### src/dfcs_defines.svh
// constants of the dual frequency calibration and switch controller
`ifndef DFCS_DEFINES_SVH
`define DFCS_DEFINES_SVH
`define DFCS_CAL_W 8
`define DFCS_PWR_W 6
`define DFCS_CAL_RST 8'h80
`define DFCS_CAL_STEP_MAX 8'h10
`endif

### src/dfcs_pkg.sv
// types of the dual frequency calibration and switch controller
`include "dfcs_defines.svh"
package dfcs_pkg;
    typedef logic [`DFCS_CAL_W-1:0] dfcs_cal_t;
    typedef struct packed {
        logic dual_cal_mode;
        logic vco_cal_enable;
        logic force_dual_init;
        logic freq_set_select;
        logic pin_freq_switch_enable;
    } dfcs_ctrl_t;
    typedef struct packed {
        logic [`DFCS_PWR_W-1:0] tx_port_power_level;
        logic [`DFCS_PWR_W-1:0] rx_port_power_level;
    } dfcs_pwr_t;
    typedef enum logic [3:0] {
        DFCS_IDLE = 4'h1,
        DFCS_CAL_ACT = 4'h2,
        DFCS_CAL_OTH = 4'h4,
        DFCS_DONE = 4'h8
    } dfcs_state_t;
endpackage : dfcs_pkg

### src/dfcs_ctrl.sv
// dual frequency calibration sequencer and loop-filter switch control
//
// Behaviour
// - dual_cal_mode at one: initialization calibrates both preset frequencies.
// - dual_cal_mode at zero: initialization calibrates only the selected frequency.
// - each calibrated frequency keeps its result in internal storage.
// - with calibration enabled, every frequency switch restarts calibration.
// - calibration seeds from the stored result and replaces it.
// - writing main_control_reg with vco_cal_enable and force_dual_init set calibrates both frequencies.
// - force_dual_init set recalibrates both on every toggle; host clears it.
// - a main_control_reg write with vco_cal_enable set calibrates; cleared bit recalibrates active only.
// - locked to the first frequency asserts loop_switch_a_ctrl.
// - on switching to the second, release switch a, assert switch b.
// - port power levels come from the active frequency set's fields.
// - each output buffer is open drain or push-pull per style bit.
// - with pin switching enabled, each pin toggle not on a main_control_reg write cycle alternates the active frequency.
// - freq_set_select defines the active frequency.
`include "dfcs_defines.svh"
module dfcs_ctrl
    import dfcs_pkg::*;
(
    // clock and reset
    input wire logic core_clk,
    input wire logic rst_n,
    // main control register write
    input wire logic ctrl_wr,
    input dfcs_ctrl_t ctrl_wdata,
    // power per set, buffer style per port
    input dfcs_pwr_t pwr_set_a,
    input dfcs_pwr_t pwr_set_b,
    input wire logic tx_buffer_style,
    input wire logic rx_buffer_style,
    // pin from host
    input wire logic txrx_control_pin,
    // calibration engine interface
    input wire logic cal_step_valid,
    input wire logic cal_step_up,
    input wire logic cal_converged,
    output logic cal_busy,
    output dfcs_cal_t cal_code,
    output logic cal_idx,
    // status
    output logic active_freq,
    output logic cal_valid_a,
    output logic cal_valid_b,
    // pins and analog controls
    output logic loop_switch_a_ctrl,
    output logic loop_switch_b_ctrl,
    output dfcs_pwr_t port_power,
    output logic tx_open_drain,
    output logic rx_open_drain
);
    function automatic dfcs_cal_t cal_step(input dfcs_cal_t c, input logic up);
        dfcs_cal_t r;
        r = c;
        if (up && c != {`DFCS_CAL_W{1'b1}}) begin
            r = c + 8'h01;
        end else if (!up && c != '0) begin
            r = c - 8'h01;
        end
        return r;
    endfunction : cal_step

    logic pin_sync;
    logic pin_prev_r;
    logic pin_prev_nxt;
    dfcs_sync u_pin_sync (
        .core_clk(core_clk),
        .rst_n(rst_n),
        .pin_in(txrx_control_pin),
        .pin_sync(pin_sync)
    );
    wire logic pin_toggle = pin_sync ^ pin_prev_r;

    dfcs_ctrl_t ctrl_r;
    dfcs_ctrl_t ctrl_nxt;
    dfcs_state_t st_r;
    dfcs_state_t st_nxt;
    logic act_r;
    logic act_nxt;
    logic both_r;
    logic both_nxt;
    logic widx_r;
    logic widx_nxt;
    dfcs_cal_t work_r;
    dfcs_cal_t work_nxt;
    logic [1:0] valid_r;
    logic [1:0] valid_nxt;
    logic sw_a_r;
    logic sw_a_nxt;
    logic sw_b_r;
    logic sw_b_nxt;
    dfcs_pwr_t pwr_r;
    dfcs_pwr_t pwr_nxt;
    logic txod_r;
    logic rxod_r;
    logic st_wr;
    dfcs_cal_t st_rd;
    logic busy_r;
    logic busy_nxt;
    logic cal_start;

    dfcs_cal_store u_store (
        .core_clk(core_clk),
        .rst_n(rst_n),
        .wr_en(st_wr),
        .wr_idx(widx_r),
        .wr_data(work_r),
        .rd_idx(widx_nxt),
        .rd_data(st_rd)
    );

    always_comb begin
        ctrl_nxt = ctrl_r;
        st_nxt = st_r;
        act_nxt = act_r;
        both_nxt = both_r;
        widx_nxt = widx_r;
        work_nxt = work_r;
        valid_nxt = valid_r;
        sw_a_nxt = sw_a_r;
        sw_b_nxt = sw_b_r;
        st_wr = 1'b0;
        cal_start = 1'b0;
        pin_prev_nxt = pin_sync;
        if (ctrl_wr) begin
            ctrl_nxt = ctrl_wdata;
            act_nxt = ctrl_wdata.freq_set_select;
            // a write with vco_cal_enable set restarts calibration of the active set
            if (ctrl_wdata.vco_cal_enable) begin
                // both sets when forced or, at init, in dual mode
                both_nxt = ctrl_wdata.force_dual_init || ctrl_wdata.dual_cal_mode;
                // cleared force bit keeps the other set's data
                if (!ctrl_wdata.force_dual_init && valid_r[~ctrl_wdata.freq_set_select]) begin
                    both_nxt = 1'b0;
                end
                widx_nxt = ctrl_wdata.freq_set_select;
                st_nxt = DFCS_CAL_ACT;
                cal_start = 1'b1;
            end else begin
                // no calibration: a running one is dropped, switches follow the select
                st_nxt = DFCS_DONE;
            end
        // a pin edge that lands on a write cycle is lost
        end else if (ctrl_r.pin_freq_switch_enable && pin_toggle) begin
            act_nxt = ~act_r;
            if (ctrl_r.vco_cal_enable) begin
                both_nxt = ctrl_r.force_dual_init;
                widx_nxt = ~act_r;
                st_nxt = DFCS_CAL_ACT;
                cal_start = 1'b1;
            end else begin
                st_nxt = DFCS_DONE;
            end
        end else begin
            unique case (st_r)
                DFCS_IDLE: begin
                end
                DFCS_CAL_ACT, DFCS_CAL_OTH: begin
                    if (cal_step_valid) begin
                        work_nxt = cal_step(work_r, cal_step_up);
                    end
                    if (cal_converged) begin
                        st_wr = 1'b1;
                        valid_nxt[widx_r] = 1'b1;
                        if (st_r == DFCS_CAL_ACT && both_r) begin
                            widx_nxt = ~widx_r;
                            st_nxt = DFCS_CAL_OTH;
                            cal_start = 1'b1;
                        end else begin
                            st_nxt = DFCS_DONE;
                        end
                    end
                end
                DFCS_DONE: begin
                    st_nxt = DFCS_IDLE;
                end
                default: begin
                    st_nxt = DFCS_IDLE;
                end
            endcase
        end
        // each new calibration seeds from the stored result, a restart mid-run too
        if (cal_start) begin
            work_nxt = st_rd;
        end
        // busy is registered so the output comes straight from a flop
        busy_nxt = (st_nxt == DFCS_CAL_ACT) || (st_nxt == DFCS_CAL_OTH);
        // loop switches move only once the active set has settled
        if (st_r == DFCS_DONE) begin
            sw_a_nxt = ~act_r;
            sw_b_nxt = act_r;
        end
    end

    always_ff @(posedge core_clk) begin
        if (!rst_n) begin
            ctrl_r <= '0;
            st_r <= DFCS_IDLE;
            busy_r <= 1'b0;
            act_r <= 1'b0;
            both_r <= 1'b0;
            widx_r <= 1'b0;
            work_r <= `DFCS_CAL_RST;
            valid_r <= 2'h0;
            sw_a_r <= 1'b0;
            sw_b_r <= 1'b0;
            pin_prev_r <= 1'b0;
            pwr_r <= '0;
            txod_r <= 1'b0;
            rxod_r <= 1'b0;
        end else begin
            ctrl_r <= ctrl_nxt;
            st_r <= st_nxt;
            busy_r <= busy_nxt;
            act_r <= act_nxt;
            both_r <= both_nxt;
            widx_r <= widx_nxt;
            work_r <= work_nxt;
            valid_r <= valid_nxt;
            sw_a_r <= sw_a_nxt;
            sw_b_r <= sw_b_nxt;
            pin_prev_r <= pin_prev_nxt;
            pwr_r <= pwr_nxt;
            txod_r <= tx_buffer_style;
            rxod_r <= rx_buffer_style;
        end
    end

    always_comb begin
        pwr_nxt = act_r ? pwr_set_b : pwr_set_a;
    end

    assign cal_busy = busy_r;
    assign cal_code = work_r;
    assign cal_idx = widx_r;
    assign active_freq = act_r;
    assign cal_valid_a = valid_r[0];
    assign cal_valid_b = valid_r[1];
    assign loop_switch_a_ctrl = sw_a_r;
    assign loop_switch_b_ctrl = sw_b_r;
    assign port_power = pwr_r;
    assign tx_open_drain = txod_r;
    assign rx_open_drain = rxod_r;

    sw_stable_a: assert property (@(posedge core_clk) disable iff (!rst_n)
        cal_busy |=> $stable(loop_switch_a_ctrl) && $stable(loop_switch_b_ctrl))
        else $error("loop switches moved during calibration");
    sw_onehot_a: assert property (@(posedge core_clk) disable iff (!rst_n)
        $past(st_r) == DFCS_DONE |-> loop_switch_b_ctrl == $past(act_r)
            && loop_switch_a_ctrl == !loop_switch_b_ctrl)
        else $error("loop switch does not follow active frequency");
    store_hold_a: assert property (@(posedge core_clk) disable iff (!rst_n)
        !cal_busy |=> $stable(valid_r))
        else $error("store changed without calibration");
    pin_toggle_a: assert property (@(posedge core_clk) disable iff (!rst_n)
        !ctrl_wr && ctrl_r.pin_freq_switch_enable && pin_toggle |=> active_freq != $past(active_freq))
        else $error("pin toggle did not switch frequency");
    switch_cal_a: assert property (@(posedge core_clk) disable iff (!rst_n)
        !ctrl_wr && ctrl_r.pin_freq_switch_enable && pin_toggle && ctrl_r.vco_cal_enable
        |=> st_r == DFCS_CAL_ACT && cal_code == $past(st_rd))
        else $error("switch did not restart seeded calibration");
    write_cal_a: assert property (@(posedge core_clk) disable iff (!rst_n)
        ctrl_wr && ctrl_wdata.vco_cal_enable |=> st_r == DFCS_CAL_ACT
            && cal_idx == $past(ctrl_wdata.freq_set_select))
        else $error("control write did not start calibration");
    force_both_a: assert property (@(posedge core_clk) disable iff (!rst_n)
        ctrl_wr && ctrl_wdata.vco_cal_enable && ctrl_wdata.force_dual_init |=> both_r)
        else $error("forced init not calibrating both");
    select_act_a: assert property (@(posedge core_clk) disable iff (!rst_n)
        ctrl_wr |=> active_freq == $past(ctrl_wdata.freq_set_select))
        else $error("select bit not applied");
    // guarded by the previous reset level, so the first edge after release is not judged
    power_sel_a: assert property (@(posedge core_clk) disable iff (!rst_n)
        $past(rst_n) |-> port_power == ($past(act_r) ? $past(pwr_set_b) : $past(pwr_set_a)))
        else $error("port power not from active set");

    // sequencing checks
    dual_init_a: assert property (@(posedge core_clk) disable iff (!rst_n)
        ctrl_wr && ctrl_wdata.vco_cal_enable && ctrl_wdata.dual_cal_mode
            && !valid_r[~ctrl_wdata.freq_set_select] |=> both_r)
        else $error("dual mode init not calibrating both");
    single_init_a: assert property (@(posedge core_clk) disable iff (!rst_n)
        ctrl_wr && ctrl_wdata.vco_cal_enable && !ctrl_wdata.force_dual_init
            && (!ctrl_wdata.dual_cal_mode || valid_r[~ctrl_wdata.freq_set_select]) |=> !both_r)
        else $error("single calibration also scheduled the other set");
    no_cal_a: assert property (@(posedge core_clk) disable iff (!rst_n)
        ctrl_wr && !ctrl_wdata.vco_cal_enable |=> !cal_busy)
        else $error("calibration ran while disabled");
    both_cal_a: assert property (@(posedge core_clk) disable iff (!rst_n)
        st_r == DFCS_CAL_ACT && both_r && cal_converged && !ctrl_wr
            && !(ctrl_r.pin_freq_switch_enable && pin_toggle)
        |=> st_r == DFCS_CAL_OTH && cal_idx != $past(cal_idx))
        else $error("second set not calibrated after the first");
    store_write_a: assert property (@(posedge core_clk) disable iff (!rst_n)
        cal_busy && cal_converged && !ctrl_wr
            && !(ctrl_r.pin_freq_switch_enable && pin_toggle)
        |=> valid_r[$past(widx_r)])
        else $error("converged result not kept");
    reg_switch_a: assert property (@(posedge core_clk) disable iff (!rst_n)
        ctrl_wr && !ctrl_wdata.vco_cal_enable |=> ##1 loop_switch_b_ctrl == $past(ctrl_wdata.freq_set_select, 2)
            && loop_switch_a_ctrl != loop_switch_b_ctrl)
        else $error("register select did not move the loop switches");
endmodule : dfcs_ctrl

### src/dfcs_sync.sv
// two-flop synchroniser for a pin input
module dfcs_sync
    import dfcs_pkg::*;
(
    // clock and reset
    input wire logic core_clk,
    input wire logic rst_n,
    // pin in, synchronised out
    input wire logic pin_in,
    output logic pin_sync
);
    logic meta_r;
    logic meta_nxt;
    logic sync_r;
    logic sync_nxt;
    always_comb begin
        meta_nxt = pin_in;
        sync_nxt = meta_r;
    end
    always_ff @(posedge core_clk) begin
        if (!rst_n) begin
            meta_r <= 1'b0;
            sync_r <= 1'b0;
        end else begin
            meta_r <= meta_nxt;
            sync_r <= sync_nxt;
        end
    end
    assign pin_sync = sync_r;
endmodule : dfcs_sync

### src/dfcs_cal_store.sv
// two-entry store of calibration results, one per preset frequency
`include "dfcs_defines.svh"
module dfcs_cal_store
    import dfcs_pkg::*;
(
    // clock and reset
    input wire logic core_clk,
    input wire logic rst_n,
    // write port
    input wire logic wr_en,
    input wire logic wr_idx,
    input dfcs_cal_t wr_data,
    // read port
    input wire logic rd_idx,
    output dfcs_cal_t rd_data
);
    dfcs_cal_t mem_r [2];
    dfcs_cal_t mem_nxt [2];
    always_comb begin
        mem_nxt = mem_r;
        if (wr_en) begin
            mem_nxt[wr_idx] = wr_data;
        end
    end
    always_ff @(posedge core_clk) begin
        if (!rst_n) begin
            mem_r[0] <= `DFCS_CAL_RST;
            mem_r[1] <= `DFCS_CAL_RST;
        end else begin
            mem_r <= mem_nxt;
        end
    end
    assign rd_data = mem_r[rd_idx];
endmodule : dfcs_cal_store

### config.mk
export PLATFORM = sky130hd
export DESIGN_NAME = dfcs_ctrl
export DESIGN_NICKNAME = d
export VERILOG_FILES = /design/src/dfcs_pkg.sv /design/src/dfcs_ctrl.sv /design/src/dfcs_sync.sv /design/src/dfcs_cal_store.sv
export VERILOG_INCLUDE_DIRS = /design/src
export SDC_FILE = /design/constraint.sdc
export NUM_CORES = 1
export LEC_CHECK = 0
export BUFFER_PORTS_ARGS = -buffer_cell sky130_fd_sc_hd__buf_2
export CORE_ASPECT_RATIO = 0.8
export CORE_MARGIN = 8
export CORE_UTILIZATION = 53
export DETAILED_ROUTE_END_ITERATION = 10
export GPL_ROUTABILITY_DRIVEN = 0
export HOLD_SLACK_MARGIN = 0.05
export PLACE_DENSITY_LB_ADDON = 0.1
export SYNTH_ARGS = -nofsm -noshare
export SYNTH_HDL_FRONTEND = slang
export SYNTH_SLANG_ARGS = --single-unit
### constraint.sdc
create_clock -name core_clk -period 3.4 [get_ports core_clk]
set_input_delay 0.17 -clock core_clk [delete_from_list [all_inputs] [get_ports core_clk]]
set_output_delay 0.17 -clock core_clk [all_outputs]
set_load 0.005 [all_outputs]
## After elaboration in Yosys (flattened, before gate mapping)

Cells that the tools add are included.

- Flip-flop bits (word level): 56

- Magnitude comparators: 6
- Muxes and demuxes: 50
- $add $sub $neg: 2
- Equality and inequality tests: 10
- Reduce and logical (&&, ||, !) cells: 21
- Bitwise operators: 9

Operators by type and width:

| cell | count |
|---|---|
| $mux W8 | 11 |
| $mux W1 | 28 |
| $mux W4 | 6 |
| $bwmux W16 | 1 |
| $mux W12 | 1 |
| $add A8 B1 Y8 const B | 1 |
| $demux W8 S1 | 1 |
| $eq A4 B2 Y1 const B | 2 |
| $eq A4 B3 Y1 const B | 2 |
| $ne A8 B8 Y1 const B | 1 |
| $pmux W4 S2 | 1 |
| $reduce_bool A2 Y1 | 4 |
| $reduce_bool A8 Y1 | 1 |
| $sub A8 B1 Y8 const B | 1 |
| $logic_and A1 B1 Y1 | 7 |
| $not A1 Y1 | 5 |
| $reduce_and A5 Y1 | 1 |
| $eq A4 B1 Y1 const B | 1 |
| $eq A4 B4 Y1 const B | 1 |
| $ge A2 B2 Y1 const B | 2 |
| $lt A1 B2 Y1 const B | 2 |
| $ne A2 B1 Y1 const B | 2 |
| $not A1 Y2 | 2 |
| $reduce_and A4 Y1 | 1 |
| 11 further kinds | 13 |

## Depth between registers and ports, before layout

- Depth in word-level cells: 12
- Gate-level depth with buffers: 10
- Gate-level depth less buffers: 10

## By module

Synthesis repeated with hierarchy kept, for this count alone.

- Cells, all modules: 302
- Area total of the unflattened synthesis: 2821.5 um^2

By module, submodules not included:

| module | sequential area each (um^2) | cells an instance | instances | area an instance (um^2) |
|---|---|---|---|---|
| dfcs_ctrl | 760.7 | 224 | 1 | 2025.7 |
| dfcs_cal_store | 320.3 | 74 | 1 | 743.2 |
| dfcs_sync | 40.0 | 4 | 1 | 52.6 |

## Worst setup path after synthesis

No wires, ideal clock.

- Path kind: reg-to-reg
- Start: register work_r[0] (netlist: cal_code[0])
- End: register work_r[6] (netlist: cal_code[6])
- Library setup time: 0.134 ns
- Required time: 3.266 ns
- Period minus slack after synthesis: 2.553 ns
- Path buffers: 0
- Cell stages (with the launch flop): 11
- Slack: 0.847 ns
- Arrival time: 2.419 ns
- Cells stage by stage: dfxtp_1 nand4_1 nor3_1 nand2b_1 ha_1 a211oi_1 o21bai_1 a21oi_1 xnor2_1 a211oi_1 a211oi_1

- Word-level cells in the longest chain between the ends: 8
- Elaborated cells on any way between the ends: 15
- Classes of those cells: add/sub (2); eq/ne (1); mux (7); reduce/logical (5)

RTL lines:

| element | line | RTL |
|---|---|---|
| start: declaration | dfcs_ctrl.sv:85 | `dfcs_cal_t work_r;` |
| start signal: assignment | dfcs_ctrl.sv:204 | `` work_r <= `DFCS_CAL_RST; `` |
| start signal: assignment | dfcs_ctrl.sv:219 | `work_r <= work_nxt;` |
| $sub A8 B1 Y8 or $ne A8 B8 Y1 (tied branches) | dfcs_ctrl.sv:59, dfcs_ctrl.sv:56 |  |
| $mux W8 or $logic_and A1 B1 Y1 (tied branches) | dfcs_ctrl.sv:58, dfcs_ctrl.sv:56 |  |
| $mux W8 | dfcs_ctrl.sv:56 | `` if (up && c != {`DFCS_CAL_W{1'b1}}) begin `` |
| $mux W8 | dfcs_ctrl.sv:160 | `if (cal_step_valid) begin` |
| $mux W8 | dfcs_ctrl.sv:156 | `unique case (st_r)` |
| $mux W8 | dfcs_ctrl.sv:145 | `end else if (ctrl_r.pin_freq_switch_enable && pin_toggle) begin` |
| $mux W8 | dfcs_ctrl.sv:126 | `if (ctrl_wr) begin` |
| $mux W8 | dfcs_ctrl.sv:184 | `if (cal_start) begin` |

Several ways; a longest one is shown, not always the timed one. The select of a mux whose other input is x is not followed.
A chain may end at the register's enable or synchronous reset.

## Worst setup path after layout

- Start: register work_r[0] (netlist: cal_code[0])
- End: register work_r[7] (netlist: cal_code[7])

Same word-level chain as after synthesis.

==> flow_summary.json <==
{
  "top_usage_layer": "met2",
  "synth_seq_cells": 56,
  "cts_max_level": 2,
  "synth_cells": 291,
  "hold_viol_final": 0,
  "postCtsSetupBuffers": 0,
  "critPathRequiredTime_ps": 3640,
  "setup_violations": 0,
  "cts_hold_buf": 0,
  "synthDistinctLibCells": 52,
  "die_area_um2": 7590,
  "path_clk_slew_ps": 100,
  "switchingPower_uw": 314,
  "ys_seq_area_share_pct": 41.9,
  "cp_slowest_cell": "dfxtp_1",
  "grt_pass1_wl_mm": 10.6,
  "final_cell_mix": "66 x buf_2, 56 x dfxtp_1, 41 x nor2_1, 35 x mux2i_1, 19 x nand2_1",
  "grt_util_met1_pct": 21.4,
  "grt_pass1_vias": 2195,
  "via_per_inst": 5.43,
  "crit_type": "register to register",
  "cpLargestDelayFamily": "simple AND/OR/NAND/NOR gates",
  "cp-end-kind": "register",
  "rows": 23,
  "drt_iter0_markers": 81,
  "critPathMaxFanout": 9,
  "diodes": 0,
  "hp-class": "primary input to register",
  "timing.final.crit_share_pct": 85.4,
  "seqPwrFrac_pct": 51.1,
  "overflow": 0,
  "cts_root_buffer": "clkbuf_8",
  "port_buffers": 66,
  "setup_tns_ps": 0,
  "post-route-drc-count": 0,
  "first_pass_iters": 4,
  "start_util_pct": 54.0,
  "core_area_um2": 4950,
  "routedWlPerCell_um": 15.2,
  "track_usage_pct": 17.3,
  "worstPathArrival_ps": 3140,
  "syn_nets": 337,
  "cts-resized-gates": 0,
  "path_cells": "nand4_1, nor3_1, nand2b_1, ha_1, a21oi_1, o211ai_1, o41ai_1, xnor2_1, mux2i_1, o21ai_0",
  "final_common_cell": "buf_2",
  "setup_slack_ps": 495,
  "syn_area_per_cell_um2": 9.19,
  "relSlewSlack_pct": 43.2,
  "netlist_area_um2": 2670,
  "rsz0062_at_grt": "no",
  "clockBufferDepth": 2,
  "ys_async_sr_fraction_pct": 0,
  "ir_worst_vdd_mv": 0.423,
  "synth_edf_count": 0,
  "finalClockSkew_ps": 8.54,
  "max_freq_mhz": 344,
  "area_delta_synth_final_pct": 18.8,
  "cpPeakStageDelay_ps": 520,
  "drt_wl_total_mm": 6.32,
  "power_density_nw_per_um2": 430,
  "drtAntennaViolNets": 0,
  "start_kind": "register",
  "met2_usage_pct": 29.7,
  "num-fill-cells": 453,
  "leakage_nw": 1.50,
  "synthFlopType": "dfxtp_1",
  "layout.nets": 400,
  "switching_share_pct": 23.0,
  "use_met3_pct": 4.42,
  "clkPwrFrac_pct": 36.2,
  "slew_violations": 0,
  "clk-insertion-delay-late_ps": 300,
  "cap_violations": 0,
  "cts_tree": "built",
  "place_ws_ps": 520,
  "hpwl_mm": 4.71,
  "fp.dieW_um": 95.4,
  "ios": 67,
  "die_h_um": 79.5,
  "cts_sinks": 56,
  "yosysWarnings": 0,
  "tightest_slew_ps": 851,
  "final_cells": 416,
  "drive_gt1_share_pct": 24.0,
  "cts_buffers": 5,
  "dp.cells": 409,
  "vias": 2259,
  "p_int_mw": 1.05,
  "antenna_found_initial": 0,
  "fin_crit_ps": 2900,
  "outcome": "complete, no violations",
  "worst-path-buf-inv": 0,
  "grt_max_degree": 26,
  "pwr-share-comb_pct": 12.7
}
sequential cells by signal, indices dropped and copies added, names as in the netlist:
register             count
u_store.mem_r           16
port_power              12
cal_code                 8
st_r                     4
ctrl_r                   3
valid_r                  2
active_freq              1
both_r                   1
cal_busy                 1
cal_idx                  1
loop_switch_a_ctrl       1
loop_switch_b_ctrl       1
pin_prev_r               1
rx_open_drain            1
tx_open_drain            1
u_pin_sync.meta_r        1
u_pin_sync.pin_sync      1
cell type report:
class	count	area [um^2]	share of cell area, %
clock inverters	2	60.1	1.89
clock buffers	5	68.8	2.17
well taps	62	77.6	2.44
multi-input cells	212	1460	45.8
flip-flops and latches	56	1120	35.3
inverters	9	33.8	1.06
repair buffers	70	360	11.3
path summary, 6_finish.rpt:
path	from	to	slack (ps)	cells after the start
max	cal_code[0]	cal_code[7]	500	10
min	tx_buffer_style	tx_open_drain	60	2
min reg2reg	u_pin_sync.meta_r	u_pin_sync.pin_sync	450	1
max reg2reg	cal_code[0]	cal_code[7]	500	10
synth_stat cells, types with 4 or more instances:
master     n  share of area (%)
clkbuf_1   8                1.1
xnor2_1    8                2.6
and2_1     8                1.9
inv_1      9                1.3
mux2i_1   35                 13
nand3_1   13                2.4
a21oi_1   15                2.8
nor2_1    41                5.8
dfxtp_1   56                 42
o21ai_0    9                1.7
nor3_1     4               0.75
nand2_1   19                2.7
ha_1       7                3.3
power by group through the flow:
stage | clock (mW) | sequential, mW | combinational [mW]
floorplan | 0 | 0.711 | 0.107
global placement | 0 | 0.713 | 0.172
finish | 0.494 | 0.699 | 0.174
CTS | 0.508 | 0.699 | 0.175
detailed placement | 0 | 0.714 | 0.174
global route | 0.532 | 0.704 | 0.193
logic make-up after synthesis:
| logic type | after synthesis | synth area share, % |
|---|---|---|
| and+or+nand+nor | 101 | 17.8 |
| AOI/OAI and AO/OA | 55 | 14.6 |
| buffers and inverters | 23 | 3.65 |
| adders and majority gates | 8 | 4.02 |
| xor gates and xnor gates | 9 | 2.95 |
| DFF | 56 | 41.9 |
| muxes | 39 | 15.1 |
routing by layer:
layer	vias to the layer above	wire length, um
met5	-	0
met1	1068	2850
met3	4	355
li1	1144	-
met4	0	38
met2	43	3080
per-stage QoR:
stage	util (%)	power (mW)	area [um^2]	hold WS [ps]
after floorplan	-	0.818	2670	253
after detailed placement	61.6	0.888	3050	380
final	64.2	1.37	3180	64.0
after global routing	64.2	1.43	3180	55.6
after global placement	61.6	0.885	3050	378
after CTS	64.2	1.38	3180	58.1
Power figures use the tool's default switching activity.
